File: config.mk
export PLATFORM = sky130hd
export DESIGN_NAME = msd_mode_select_decoder
export DESIGN_NICKNAME = d
export VERILOG_FILES = /design/src/hdl/msd_pkg.sv /design/src/hdl/msd_mode_select_decoder.sv
export VERILOG_INCLUDE_DIRS = /design/src /design/src/hdl
export SDC_FILE = /design/constraint.sdc
export NUM_CORES = 1
export LEC_CHECK = 0
export BUFFER_PORTS_ARGS = -buffer_cell sky130_fd_sc_hd__buf_2
export CORE_UTILIZATION = 38
export CTS_BUF_LIST = sky130_fd_sc_hd__clkbuf_2 sky130_fd_sc_hd__clkbuf_4 sky130_fd_sc_hd__clkbuf_8
export DETAILED_ROUTE_END_ITERATION = 10
export HOLD_SLACK_MARGIN = 0.02
export PLACE_DENSITY_LB_ADDON = 0.05
export SYNTH_ARGS = -nofsm -noshare
export SYNTH_HDL_FRONTEND = slang
export SYNTH_SLANG_ARGS = --single-unit
File: constraint.sdc
create_clock -name clk -period 1.7 [get_ports clk]
set_clock_uncertainty 0.2 [all_clocks]
set_input_delay 0.34 -clock clk [delete_from_list [all_inputs] [get_ports clk]]
set_output_delay 0.34 -clock clk [all_outputs]
set_load 0.05 [all_outputs]
File: src/hdl/msd_defs.svh
// Contract
// (RQ1) Request code 71 selects display/operating mode
// (RQ2) Mode byte: 00, 01, 09, 0A supported
// (RQ3) Valid command switches both modes at once
// (RQ4) Mode held until new command or reset
// (RQ5) Requester fills bytes three to eight FF
// (RQ6) Unsupported mode byte ignored, mode unchanged
`ifndef MSD_DEFS_SVH
`define MSD_DEFS_SVH

// ==========================================================
// Message layout
`define MSD_REQ_MODE_SEL   8'h71
`define MSD_FILL_BYTE      8'hff
`define MSD_B1_MSB         63
`define MSD_B1_LSB         56
`define MSD_B2_MSB         55
`define MSD_B2_LSB         48
`define MSD_FILL_MSB       47
`define MSD_FILL_LSB       0
`define MSD_FILL_BYTES     6

// ==========================================================
// Mode codes
`define MSD_MODE_NORMAL    8'h00
`define MSD_MODE_DIAG      8'h01
`define MSD_MODE_CALIB     8'h09
`define MSD_MODE_ERROR     8'h0a
`define MSD_MODE_RESET     8'h00

`endif

File: src/hdl/msd_pkg.sv
`include "msd_defs.svh"

package msd_pkg;
  typedef enum logic [3:0] {
    MSD_DISP_NORMAL = 4'h1,
    MSD_DISP_DIAG   = 4'h2,
    MSD_DISP_CALIB  = 4'h4,
    MSD_DISP_ERROR  = 4'h8
  } msd_disp_e;

  typedef enum logic [1:0] {
    MSD_OP_NORMAL = 2'h1,
    MSD_OP_CALIB  = 2'h2
  } msd_op_e;
endpackage

File: src/hdl/msd_mode_select_decoder.sv
`timescale 1ns/1ns
`include "msd_defs.svh"

module msd_mode_select_decoder
  import msd_pkg::*;
(
  input  wire logic        clk,
  input  wire logic        rst,
  input  wire logic        host_request_valid,
  input  wire logic [63:0] host_request_message,
  output logic [7:0]       mode_code,
  output msd_disp_e        disp_mode,
  output msd_op_e          op_mode,
  output logic             mode_changed,
  output logic             fill_error
);

  // ==========================================================
  // Decode
  logic [7:0] req_byte;
  logic [7:0] mode_byte;
  logic       is_mode_req;
  logic       mode_ok;
  logic       take;
  logic       fill_bad;

  assign req_byte    = host_request_message[`MSD_B1_MSB:`MSD_B1_LSB];
  assign mode_byte   = host_request_message[`MSD_B2_MSB:`MSD_B2_LSB];
  assign is_mode_req = host_request_valid && (req_byte == `MSD_REQ_MODE_SEL); // [RQ1]
  assign mode_ok     = (mode_byte == `MSD_MODE_NORMAL) || (mode_byte == `MSD_MODE_DIAG)
                    || (mode_byte == `MSD_MODE_CALIB) || (mode_byte == `MSD_MODE_ERROR); // [RQ2]
  // Fill bytes are not checked for acceptance; senders may be lax
  assign take        = is_mode_req && mode_ok; // [RQ6]
  assign fill_bad    = (host_request_message[`MSD_FILL_MSB:`MSD_FILL_LSB]
                     != {`MSD_FILL_BYTES{`MSD_FILL_BYTE}}); // [RQ5]

  // ==========================================================
  // Mode register
  logic [7:0] mode_ff;

  always_ff @(posedge clk or posedge rst) begin
    if (rst) begin
      mode_ff <= `MSD_MODE_RESET; // [RQ4]
    end else if (take) begin
      mode_ff <= mode_byte; // [RQ3]
    end
  end

  assign mode_code = mode_ff;

  // ==========================================================
  // Display and operating mode registers
  // Decoded from the incoming byte so both outputs come from flops
  msd_disp_e nxt_disp;
  msd_op_e   nxt_op;
  msd_disp_e disp_ff;
  msd_op_e   op_ff;

  always_comb begin
    case (mode_byte)
      `MSD_MODE_NORMAL: begin
        nxt_disp = MSD_DISP_NORMAL;
        nxt_op   = MSD_OP_NORMAL;
      end
      `MSD_MODE_DIAG: begin
        nxt_disp = MSD_DISP_DIAG;
        nxt_op   = MSD_OP_NORMAL;
      end
      `MSD_MODE_CALIB: begin
        nxt_disp = MSD_DISP_CALIB;
        nxt_op   = MSD_OP_CALIB;
      end
      `MSD_MODE_ERROR: begin
        nxt_disp = MSD_DISP_ERROR;
        nxt_op   = MSD_OP_NORMAL;
      end
      default: begin
        nxt_disp = MSD_DISP_NORMAL;
        nxt_op   = MSD_OP_NORMAL;
      end
    endcase
  end

  // Same strobe loads both, so display and operation never disagree
  always_ff @(posedge clk or posedge rst) begin
    if (rst) begin
      disp_ff <= MSD_DISP_NORMAL; // [RQ4]
    end else if (take) begin
      disp_ff <= nxt_disp; // [RQ3]
    end
  end

  always_ff @(posedge clk or posedge rst) begin
    if (rst) begin
      op_ff <= MSD_OP_NORMAL; // [RQ4]
    end else if (take) begin
      op_ff <= nxt_op; // [RQ3]
    end
  end

  assign disp_mode = disp_ff;
  assign op_mode   = op_ff;

  // ==========================================================
  // Status pulses
  logic changed_ff;
  logic fill_err_ff;

  always_ff @(posedge clk or posedge rst) begin
    if (rst) begin
      changed_ff <= 1'b0;
    end else begin
      changed_ff <= take && (mode_byte != mode_ff);
    end
  end

  always_ff @(posedge clk or posedge rst) begin
    if (rst) begin
      fill_err_ff <= 1'b0;
    end else begin
      fill_err_ff <= is_mode_req && fill_bad; // [RQ5]
    end
  end

  assign mode_changed = changed_ff;
  assign fill_error   = fill_err_ff;

  // ==========================================================
  // Checks
  property p_take_updates;
    @(posedge clk) disable iff (rst)
      take |=> (mode_code == $past(mode_byte));
  endproperty
  a_take_updates: assert property (p_take_updates) else $error("mode not taken"); // [RQ3]

  property p_hold;
    @(posedge clk) disable iff (rst)
      !take |=> $stable(mode_code);
  endproperty
  a_hold: assert property (p_hold) else $error("mode changed without command"); // [RQ4]

  property p_bad_ignored;
    @(posedge clk) disable iff (rst)
      (is_mode_req && !mode_ok) |=> $stable(mode_code);
  endproperty
  a_bad_ignored: assert property (p_bad_ignored) else $error("bad mode accepted"); // [RQ6]

  property p_other_code;
    @(posedge clk) disable iff (rst)
      (host_request_valid && req_byte != `MSD_REQ_MODE_SEL) |=> $stable(mode_code);
  endproperty
  a_other_code: assert property (p_other_code) else $error("other request changed mode"); // [RQ1]

  property p_calib_pair;
    @(posedge clk) disable iff (rst)
      (op_mode == MSD_OP_CALIB) == (disp_mode == MSD_DISP_CALIB);
  endproperty
  a_calib_pair: assert property (p_calib_pair) else $error("modes disagree"); // [RQ2]

  property p_legal;
    @(posedge clk) disable iff (rst)
      mode_code inside {`MSD_MODE_NORMAL, `MSD_MODE_DIAG, `MSD_MODE_CALIB, `MSD_MODE_ERROR};
  endproperty
  a_legal: assert property (p_legal) else $error("illegal mode held"); // [RQ2]

  property p_disp_onehot;
    @(posedge clk) disable iff (rst)
      $onehot(disp_mode);
  endproperty
  a_disp_onehot: assert property (p_disp_onehot) else $error("display not one-hot"); // [RQ2]

  property p_op_onehot;
    @(posedge clk) disable iff (rst)
      $onehot(op_mode);
  endproperty
  a_op_onehot: assert property (p_op_onehot) else $error("operation not one-hot"); // [RQ2]

  property p_normal_map;
    @(posedge clk) disable iff (rst)
      (mode_code == `MSD_MODE_NORMAL)
        |-> (disp_mode == MSD_DISP_NORMAL) && (op_mode == MSD_OP_NORMAL);
  endproperty
  a_normal_map: assert property (p_normal_map) else $error("normal decode wrong"); // [RQ2]

  property p_diag_map;
    @(posedge clk) disable iff (rst)
      (mode_code == `MSD_MODE_DIAG)
        |-> (disp_mode == MSD_DISP_DIAG) && (op_mode == MSD_OP_NORMAL);
  endproperty
  a_diag_map: assert property (p_diag_map) else $error("diagnostic decode wrong"); // [RQ2]

  property p_calib_map;
    @(posedge clk) disable iff (rst)
      (mode_code == `MSD_MODE_CALIB)
        |-> (disp_mode == MSD_DISP_CALIB) && (op_mode == MSD_OP_CALIB);
  endproperty
  a_calib_map: assert property (p_calib_map) else $error("calibration decode wrong"); // [RQ2]

  property p_error_map;
    @(posedge clk) disable iff (rst)
      (mode_code == `MSD_MODE_ERROR)
        |-> (disp_mode == MSD_DISP_ERROR) && (op_mode == MSD_OP_NORMAL);
  endproperty
  a_error_map: assert property (p_error_map) else $error("error decode wrong"); // [RQ2]

  property p_both_switch;
    @(posedge clk) disable iff (rst)
      take |=> (disp_mode == $past(nxt_disp)) && (op_mode == $past(nxt_op));
  endproperty
  a_both_switch: assert property (p_both_switch) else $error("modes not switched"); // [RQ3]

  property p_changed_cause;
    @(posedge clk) disable iff (rst)
      mode_changed |-> $past(take);
  endproperty
  a_changed_cause: assert property (p_changed_cause) else $error("pulse without command"); // [RQ3]

  property p_changed_diff;
    @(posedge clk) disable iff (rst)
      mode_changed |-> (mode_code != $past(mode_code));
  endproperty
  a_changed_diff: assert property (p_changed_diff) else $error("pulse without change"); // [RQ3]

  property p_quiet_pulse;
    @(posedge clk) disable iff (rst)
      !take |=> !mode_changed;
  endproperty
  a_quiet_pulse: assert property (p_quiet_pulse) else $error("stray change pulse"); // [RQ4]

  property p_fill_flag;
    @(posedge clk) disable iff (rst)
      (is_mode_req && fill_bad) |=> fill_error;
  endproperty
  a_fill_flag: assert property (p_fill_flag) else $error("bad fill not flagged"); // [RQ5]

  property p_fill_quiet;
    @(posedge clk) disable iff (rst)
      !(is_mode_req && fill_bad) |=> !fill_error;
  endproperty
  a_fill_quiet: assert property (p_fill_quiet) else $error("stray fill flag"); // [RQ5]

endmodule

==> results of run 1 <==
## report_power, final
group / total (mW) / internal (mW) / switching (mW)
clock network: 0.222 / 0.107 / 0.115
logic: 0.234 / 0.116 / 0.118
registers: 0.402 / 0.391 / 0.0109
total: 0.858 / 0.614 / 0.243
## sequential cells by signal, indices dropped and copies added, names as in the netlist
name	cells
disp_mode	4
fill_error	1
mode_changed	1
mode_code	8
op_mode	2
## through the flow
stage | power [mW] | instance area [um^2]
after floorplan | 0.4961 | 945.9
after global placement | 0.6097 | 1485
after detailed placement | 0.6195 | 1485
after CTS | 0.8573 | 1572
after global routing | 0.8998 | 1602
final | 0.8578 | 1602
## metal layers
metal / vias up / wire length [um]
li1: 576 / -
met4: 0 / 25
met5: - / 0
met2: 47 / 1471
met3: 4 / 167
met1: 529 / 1091
## logic make-up after synthesis
logic type	after synthesis	share of synthesized area, %
xor+xnor	9	8.378
mux	2	2.393
compound gates	12	7.314
buf+inv	6	3.192
simple gates	53	35.90
flops	16	42.82
## layout make-up
| cell class | instances | area [um^2] |
|---|---|---|
| Clock buffer | 4 | 30.03 |
| Fill cell | 180 | 674.4 |
| Inverter | 3 | 11.26 |
| Multi-Input combinational cell | 76 | 555.5 |
| Sequential cell | 16 | 402.9 |
| Tap cell | 28 | 35.03 |
| Timing Repair Buffer | 99 | 566.8 |
## layout by cell type (no fill, tap or decap), types with 2 or more instances in the layout
cell / count
nand2_1: 3
inv_1: 3
dfrtp_1: 14
and2_1: 5
a21oi_1: 3
nor4_1: 9
o21ai_0: 4
dfstp_2: 2
xor2_1: 8
buf_4: 14
nand2_2: 3
buf_2: 79
nor2_1: 3
nand4bb_1: 2
nand4_1: 13
buf_6: 5
clkbuf_4: 4
nand3_1: 3
mux2_2: 2
## worst register-to-register path, delay by kind of cell (launching register included)
family                    cells  cell delay (ps)
xor gates and xnor gates      1              140
AOI/OAI and AO/OA             1              120
DFF                           1              410
and+or+nand+nor               1              330
## how the worst max path moves through the flow
stage                              from            to  slack, ps  cells after the start
6_report       host_request_message[52]    op_mode[0]       -190                      5
5_1_grt        host_request_message[52]    op_mode[0]       -200                      5
4_1_cts        host_request_message[59]    op_mode[0]       -170                      5
3_5_place_dp   host_request_message[55]  disp_mode[1]       -580                      5
3_3_place_gp   host_request_message[55]    op_mode[0]       -460                      5
2_1_floorplan  host_request_message[55]    op_mode[0]       -420                      5
## timing repair
| action | CTS | global route |
|---|---|---|
| hold buffers | 1 | 0 |
| setup endpoints to repair | 12 | 14 |
| pin swaps | 4 | 4 |
| endpoints found under the hold margin | 14 | 0 |
| setup buffers | 1 | 0 |
| resized for setup | 10 | 7 |
==> flow_summary.yaml, run 1 <==
outcome:
  outcome: "finished, violations left"
  violations: "negative setup slack"
timing:
  period_share_pct: 111.2
  setup_ws_ps: -189.7
  slew_headroom_pct: 61.69
  fin_setup_tns_ps: -609.9
  setup_viol: 9
  hold_viol_final: 0
  period_needed_ps: 1890
  maxSlewViolCount: 0
  hold_slack_ps: 127.7
  fmax_mhz: 529.2
  rsz0062_at_grt: "yes"
  tightestPinTransition_ps: 574.0
min_path:
  holdPathEnd: "fill_error"
  min_path_cells: 3
  worstHoldPathType: "in2reg"
  min_from: "host_request_message[62]"
placement:
  pre_cts_slack_ps: -576.3
  hpwl_um: 2313
  dpl.cell_count: 220
  place.port_buffers: 82
  routabilityCongestion: 0.8036
yosys:
  synth-seq-cells: 16
  synth_top_area_share_pct: 37.23
  syn_area_per_cell_um2: 9.601
  synth_ff_type: "dfrtp_1"
  synth.area.top_cells: "dfrtp_1 (37%), nand4_1 (8.6%), xor2_1 (7.4%)"
  synth.most_common_cell: "dfrtp_1"
  synth_nets: 165
  yosysWarnings: 0
  synth-edff-count: 0
  synth_area_um2: 940.9
  synth_area_leader_cell: "dfrtp_1"
  async_flop_share_pct: 100.0
  synth_cells: 98
  synthTopCellsByCount: "dfrtp_1 (14), nand4_1 (13), nor4_1 (9), xor2_1 (8)"
  yosysSeqAreaShare_pct: 42.82
  yosysUniqueCellTypes: 30
global_route:
  antenna_found_initial: 0
  grt_pass1_wl_um: 4374
  grt_max_degree: 17
  use_met3_pct: 2.924
  grt_pass1_vias: 1103
  top_usage_layer: "met2"
  grtUsageTotal_pct: 21.84
  grt_util_met2_pct: 44.81
  grt_use_met1_pct: 23.19
  grt_overflow: 0
floorplan:
  die_area_um2: 2679
  core-area_um2: 2276
  fp.dieH_um: 51.76
  fp-row-count: 17
  io-pin-count: 83
  dieWidth_um: 51.76
  initial_utilization_pct: 41.34
worst_setup_path:
  required_ps: 1700
  reg2reg_from: "mode_code[6]"
  crit_family: "simple AND/OR/NAND/NOR gates"
  startpoint_type: "input pin"
  cp_slowest_cell: "or4_4"
  worstPathMaxFanout: 4
  critPathKind: "in2reg"
  slowest_delay_ps: 560
  end_kind: "flop"
  r2r_cells: 3
  reg2reg_to: "mode_changed"
  reg2reg_setup_slack_ps: 370
  crit_buf_inv: 1
  crit_chain: "buf_6, or3_4, or4_4, nand2_2, or4b_1"
  cp_data_arrival_time_ps: 1890
clocking:
  cts_tree: "yes"
  clk_pin_slew_ps: 100
  clk_latency_ps: 270
  cts_buffers: 3
  root_buffer: "clkbuf_4"
  clock-sinks: 16
  cts-htree-levels: 1
  clockBufferDepth: 2
final_layout:
  fin_nets: 266
  antenna_cells: 0
  area_delta_synth_final_pct: 70.21
  final_core_util_pct: 70.37
  fin_cells: 226
  drive_gt1_share_pct: 60.10
power:
  irDropWorstVdd_uv: 806.0
  leakage_nw: 0.8325
  powerDensity_nw_per_um2: 535.6
detailed_routing:
  ant_nets: 0
  drtIter0Drc: 11
  num_vias: 1156
  drc: 0
  wl_per_cell_um: 12.19
  wirelength_um: 2756
  vias_per_cell: 5.115
  dr.pass1.iters: 4
job:
  drv_cap: 0
Note: power is estimated with default switching activity, not from simulation.
==> run 2, diff against run 1 <==
- CORE_UTILIZATION: 38 -> 35
- CTS_CLUSTER_DIAMETER: unset -> 100
- clock period: 1.7 -> 1.6 ns (I/O delays scaled with it)
==> run 2 against run 1 <==
The flow still finishes with violations (negative setup slack). Cell count is 2.7% higher. Design area is 3.5% higher. Worst setup slack worse by 21 ps. Combinational power is 12% higher. Flip-flop and latch count stayed put. Utilization is 4.1 points lower. Largest power group unchanged.
==> flow_summary.yaml, run 2 (synthesis gave the netlist of run 1 again) <==
detailed_routing:
  drc: 0
  dr.pass1.iters: 4
  ant_nets: 0
  vias_per_cell: 5.159
  num_vias: 1197
  drtIter0Drc: 19
  wl_per_cell_um: 13.03
  wirelength_um: 3022
global_route:
  grtUsageTotal_pct: 22.81
  grt_pass1_vias: 1193
  grt_overflow: 0
  antenna_found_initial: 0
  grt_pass1_wl_um: 4754
  grt_max_degree: 17
final_layout:
  fin_nets: 270
  drive_gt1_share_pct: 61.88
  area_delta_synth_final_pct: 76.20
  largest_reg_flops: 8
  final_common_cell: "buf_2"
  final_cell_mix: "buf_2 (76), buf_4 (19), dfrtp_1 (14), nand4_1 (13), nor4_1 (9)"
  stdcell_area_um2: 1658
  antenna_cells: 0
timing:
  slew_headroom_pct: 80.23
  fmax_mhz: 552.2
  maxSlewViolCount: 0
  tightestPinTransition_ps: 292.4
  period_needed_ps: 1811
  period_share_pct: 113.2
  setup_ws_ps: -210.8
  setup_viol: 7
  hold_viol_final: 0
  hold_slack_ps: 95.18
  rsz0062_at_grt: "yes"
worst_setup_path:
  reg2reg_to: "mode_changed"
  required_ps: 1610
  r2r_cells: 3
  slowest_delay_ps: 520
  startpoint_type: "input pin"
  reg2reg_setup_slack_ps: 240
  critPathKind: "in2reg"
  cp_data_arrival_time_ps: 1820
  end_kind: "flop"
  reg2reg_from: "mode_code[6]"
  worstPathMaxFanout: 2
  cp_slowest_cell: "or4_4"
  crit_chain: "buf_6, or3b_4, or4_4, nand2_1, or4b_1"
placement:
  routabilityCongestion: 0.7765
  dpl_cell_area_um2: 1525
  place.port_buffers: 82
  hpwl_um: 2512
power:
  power.switching_mw: 0.2684
  powerDensity_nw_per_um2: 561.8
  p_seq_share_pct: 45.8
  internal_power_mw: 0.6629
  switching_share_pct: 28.82
  p_clk_share_pct: 26.1
  combPwrFrac_pct: 28.1
  leakage_nw: 0.8711
  irDropWorstVdd_uv: 663.2
clocking:
  clk_pin_slew_ps: 90
  cts_tree: "yes"
  clockBufferDepth: 2
  clk_latency_ps: 290
  clock-sinks: 16
  root_buffer: "clkbuf_4"
  cts-htree-levels: 1
  cts_buffers: 3
floorplan:
  dieWidth_um: 53.85
  io-pin-count: 83
  initial_utilization_pct: 37.64
  core-area_um2: 2500
  fp-row-count: 18
  die_area_um2: 2900
  fp.dieH_um: 53.85
job:
  drv_cap: 0
min_path:
  holdPathEnd: "fill_error"
  min_path_cells: 3
  min_from: "host_request_message[62]"
  worstHoldPathType: "in2reg"
outcome:
  violations: "negative setup slack"
  outcome: "finished, violations left"
run 2: how the worst max path moves through the flow:
stage	endpoint	startpoint	cells past startpoint
4_1_cts	op_mode[0]	host_request_message[59]	5
3_5_place_dp	op_mode[1]	host_request_message[55]	6
2_1_floorplan	op_mode[0]	host_request_message[55]	5
5_1_grt	op_mode[0]	host_request_message[59]	5
6_report	op_mode[0]	host_request_message[59]	5
3_3_place_gp	disp_mode[2]	host_request_message[55]	6
run 2: area by class of cell:
| cell class | count | area, um^2 |
|---|---|---|
| multi-input combinational | 76 | 564.3 |
| timing repair buffer | 103 | 611.8 |
| inverter | 3 | 11.26 |
| fill | 221 | 842.1 |
| sequential | 16 | 402.9 |
| clock buffer | 4 | 30.03 |
| tap | 30 | 37.54 |
run 2: critical path: cells and delay by family:
| kind | cells | cell delay [ps] |
|---|---|---|
| simple gates | 4 | 1410 |
| buf+inv | 1 | 90 |
run 2: what timing repair did:
| item | CTS | global route |
|---|---|---|
| hold buffers | 1 | 0 |
| cloned | 0 | 0 |
| gates resized for setup | 17 | 7 |
| setup buffers | 0 | 0 |
| endpoints found under the setup margin | 16 | 15 |
| hold endpoints to repair | 14 | 0 |
| pin swaps | 8 | 0 |
run 2: power by group through the flow:
stage / sequential (mW) / combinational [mW] / clock (mW)
final: 0.427 / 0.262 / 0.243
after global routing: 0.427 / 0.285 / 0.264
after CTS: 0.425 / 0.251 / 0.250
after detailed placement: 0.432 / 0.237 / 0
after global placement: 0.431 / 0.230 / 0
after floorplan: 0.471 / 0.0560 / 0
run 2: stage by stage:
stage          power, mW  setup TNS [ps]  utilization, %  std cells  worst slack (ps)
2_1_floorplan     0.5271           -3631               -         98            -497.5
3_3_place_gp      0.6612           -6565           61.01        227            -553.8
3_5_place_dp      0.6695           -6853           61.01        227            -636.2
4_1_cts           0.9251          -904.4           65.02        232            -205.5
5_1_grt           0.9763           -1255           66.32        232            -212.9
6_report          0.9313          -955.6           66.32        232            -210.8
run 2: routing by layer:
metal,up-vias,global-route usage [%],share of wire [%]
met5,-,0,0
met4,0,4.825,0.43
met3,2,5.932,5.7
met2,35,46.50,56
met1,577,22.22,38
li1,583,-,-
==> run 3, diff against run 2 <==
- CORE_ASPECT_RATIO: unset -> 1.2
==> run 3 against run 2 <==
The flow still finishes with violations (negative setup slack). Critical path depth did not move. Global-route usage shrank 1.6 points. Via count is 0.92% lower. Worst setup slack got worse by 52 ps. Worst hold slack worse by 7.9 ps. Flip-flop and latch count unchanged. Cell count up 1.3%. Combinational power decreased by 6%. Highest routed layer unchanged.
==> flow_summary.yaml, run 3 (synthesis gave the netlist of run 1 again) <==
outcome:
  outcome: "finished, violations left"
  violations: "negative setup slack"
worst_setup_path:
  end_kind: "flop"
  critPathKind: "in2reg"
  cp_data_arrival_time_ps: 1870
  cp_slowest_cell: "or4_4"
  slowest_delay_ps: 550
  startpoint_type: "input pin"
  required_ps: 1610
  worstPathMaxFanout: 3
  crit_chain: "buf_6, or3b_4, or4_4, nand2_1, or4b_4"
floorplan:
  fp.dieH_um: 58.80
  die_area_um2: 2900
  io-pin-count: 83
  initial_utilization_pct: 36.86
  core-area_um2: 2552
  dieWidth_um: 49.33
  fp-row-count: 20
clocking:
  cts_buffers: 3
  clk_latency_ps: 280
  cts-htree-levels: 1
  clockBufferDepth: 2
  clock-sinks: 16
  clk_pin_slew_ps: 90
  root_buffer: "clkbuf_4"
  cts_tree: "yes"
detailed_routing:
  ant_nets: 0
  num_vias: 1186
  drc: 0
  wl_per_cell_um: 13.08
  vias_per_cell: 5.047
  drtIter0Drc: 29
  wirelength_um: 3074
  dr.pass1.iters: 4
placement:
  place.port_buffers: 82
  dpl.cell_count: 227
  hpwl_um: 2547
  routabilityCongestion: 0.7614
power:
  finalPower_mw: 0.9396
  powerDensity_nw_per_um2: 568.0
  irDropWorstVdd_uv: 371.9
  leakage_nw: 0.8587
final_layout:
  area_delta_synth_final_pct: 75.80
  fin_cells: 235
  antenna_cells: 0
  drive_gt1_share_pct: 60.89
  final_cell_mix: "buf_2 (79), buf_4 (19), dfrtp_1 (14), nand4_1 (13), nor4_1 (9)"
  fin_nets: 270
  largest_reg_flops: 8
  final_common_cell: "buf_2"
timing:
  fmax_mhz: 536.7
  maxSlewViolCount: 0
  setup_viol: 14
  slew_headroom_pct: 59.14
  tightestPinTransition_ps: 612.3
  rsz0062_at_grt: "yes"
  period_needed_ps: 1863
  period_share_pct: 116.4
  setup_ws_ps: -263.1
  hold_viol_final: 0
job:
  drv_cap: 0
global_route:
  grt_max_degree: 17
  grtUsageTotal_pct: 21.24
  grt_overflow: 0
  grt_pass1_vias: 1101
  antenna_found_initial: 0
  grt_pass1_wl_um: 4678
min_path:
  worstHoldPathType: "in2reg"
==> run 3: report_power, final <==
| part | internal (mW) | switching (mW) | leakage [nW] |
|---|---|---|---|
| combinational | 0.120 | 0.126 | 0.635 |
| sequential | 0.416 | 0.00876 | 0.202 |
| clock | 0.139 | 0.130 | 0.0210 |
==> run 3: path summary, 6_finish.rpt <==
kind / start / cells past startpoint / end / slack [ps]
worst min-delay path: host_request_message[62] / 3 / fill_error / 90
worst max-delay path: host_request_message[59] / 5 / op_mode[0] / -260
max in group asynchronous: rst / 3 / mode_code[0] / 370
worst max register to register: mode_code[1] / 3 / mode_changed / 280
worst min register to register: disp_mode[0] / 2 / disp_mode[0] / 310
min in group asynchronous: rst / 3 / mode_code[6] / 440
==> run 3: stage by stage <==
| step | worst slack (ps) | TNS (ps) | area (um^2) | hold slack, ps | util, % |
|---|---|---|---|---|---|
| global route | -273.9 | -2134 | 1654 | 85.73 | 64.80 |
| floorplan | -497.5 | -3631 | 945.9 | 32.31 | - |
| global placement | -525.3 | -5783 | 1506 | 217.4 | 59.02 |
| CTS | -229.1 | -1158 | 1595 | 86.43 | 62.50 |
| finish | -263.1 | -1857 | 1654 | 87.28 | 64.80 |
| detailed placement | -553.5 | -6384 | 1506 | 227.7 | 59.02 |
==> run 3: repair_timing <==
action / CTS / global route
resized for setup: 11 / 10
setup endpoints to repair: 16 / 13
buffers inserted: 1 / 2
pin swaps: 5 / 1
hold buffers: 1 / 0
cloned: 0 / 0
hold endpoints to repair: 14 / 0
==> run 3: metal layers <==
metal	part of all wire [%]	vias up	track usage (%)
li1	-	583	-
met1	39	545	23.92
met2	54	54	40.70
met3	5.9	4	3.359
met4	0.78	0	6.303
met5	0	-	0
==> run 3: final cells by class <==
cell class,count,area (um^2)
timing repair buffer,103,593.1
fill,233,898.4
multi-input combinational,76,569.3
clock buffer,4,36.28
tap,33,41.29
sequential,16,402.9
inverter,3,11.26
==> run 3: worst max-delay path: cells and delay by family <==
| kind | cells | cell delay [ps] |
|---|---|---|
| buf+inv | 1 | 90 |
| simple gates | 4 | 1470 |
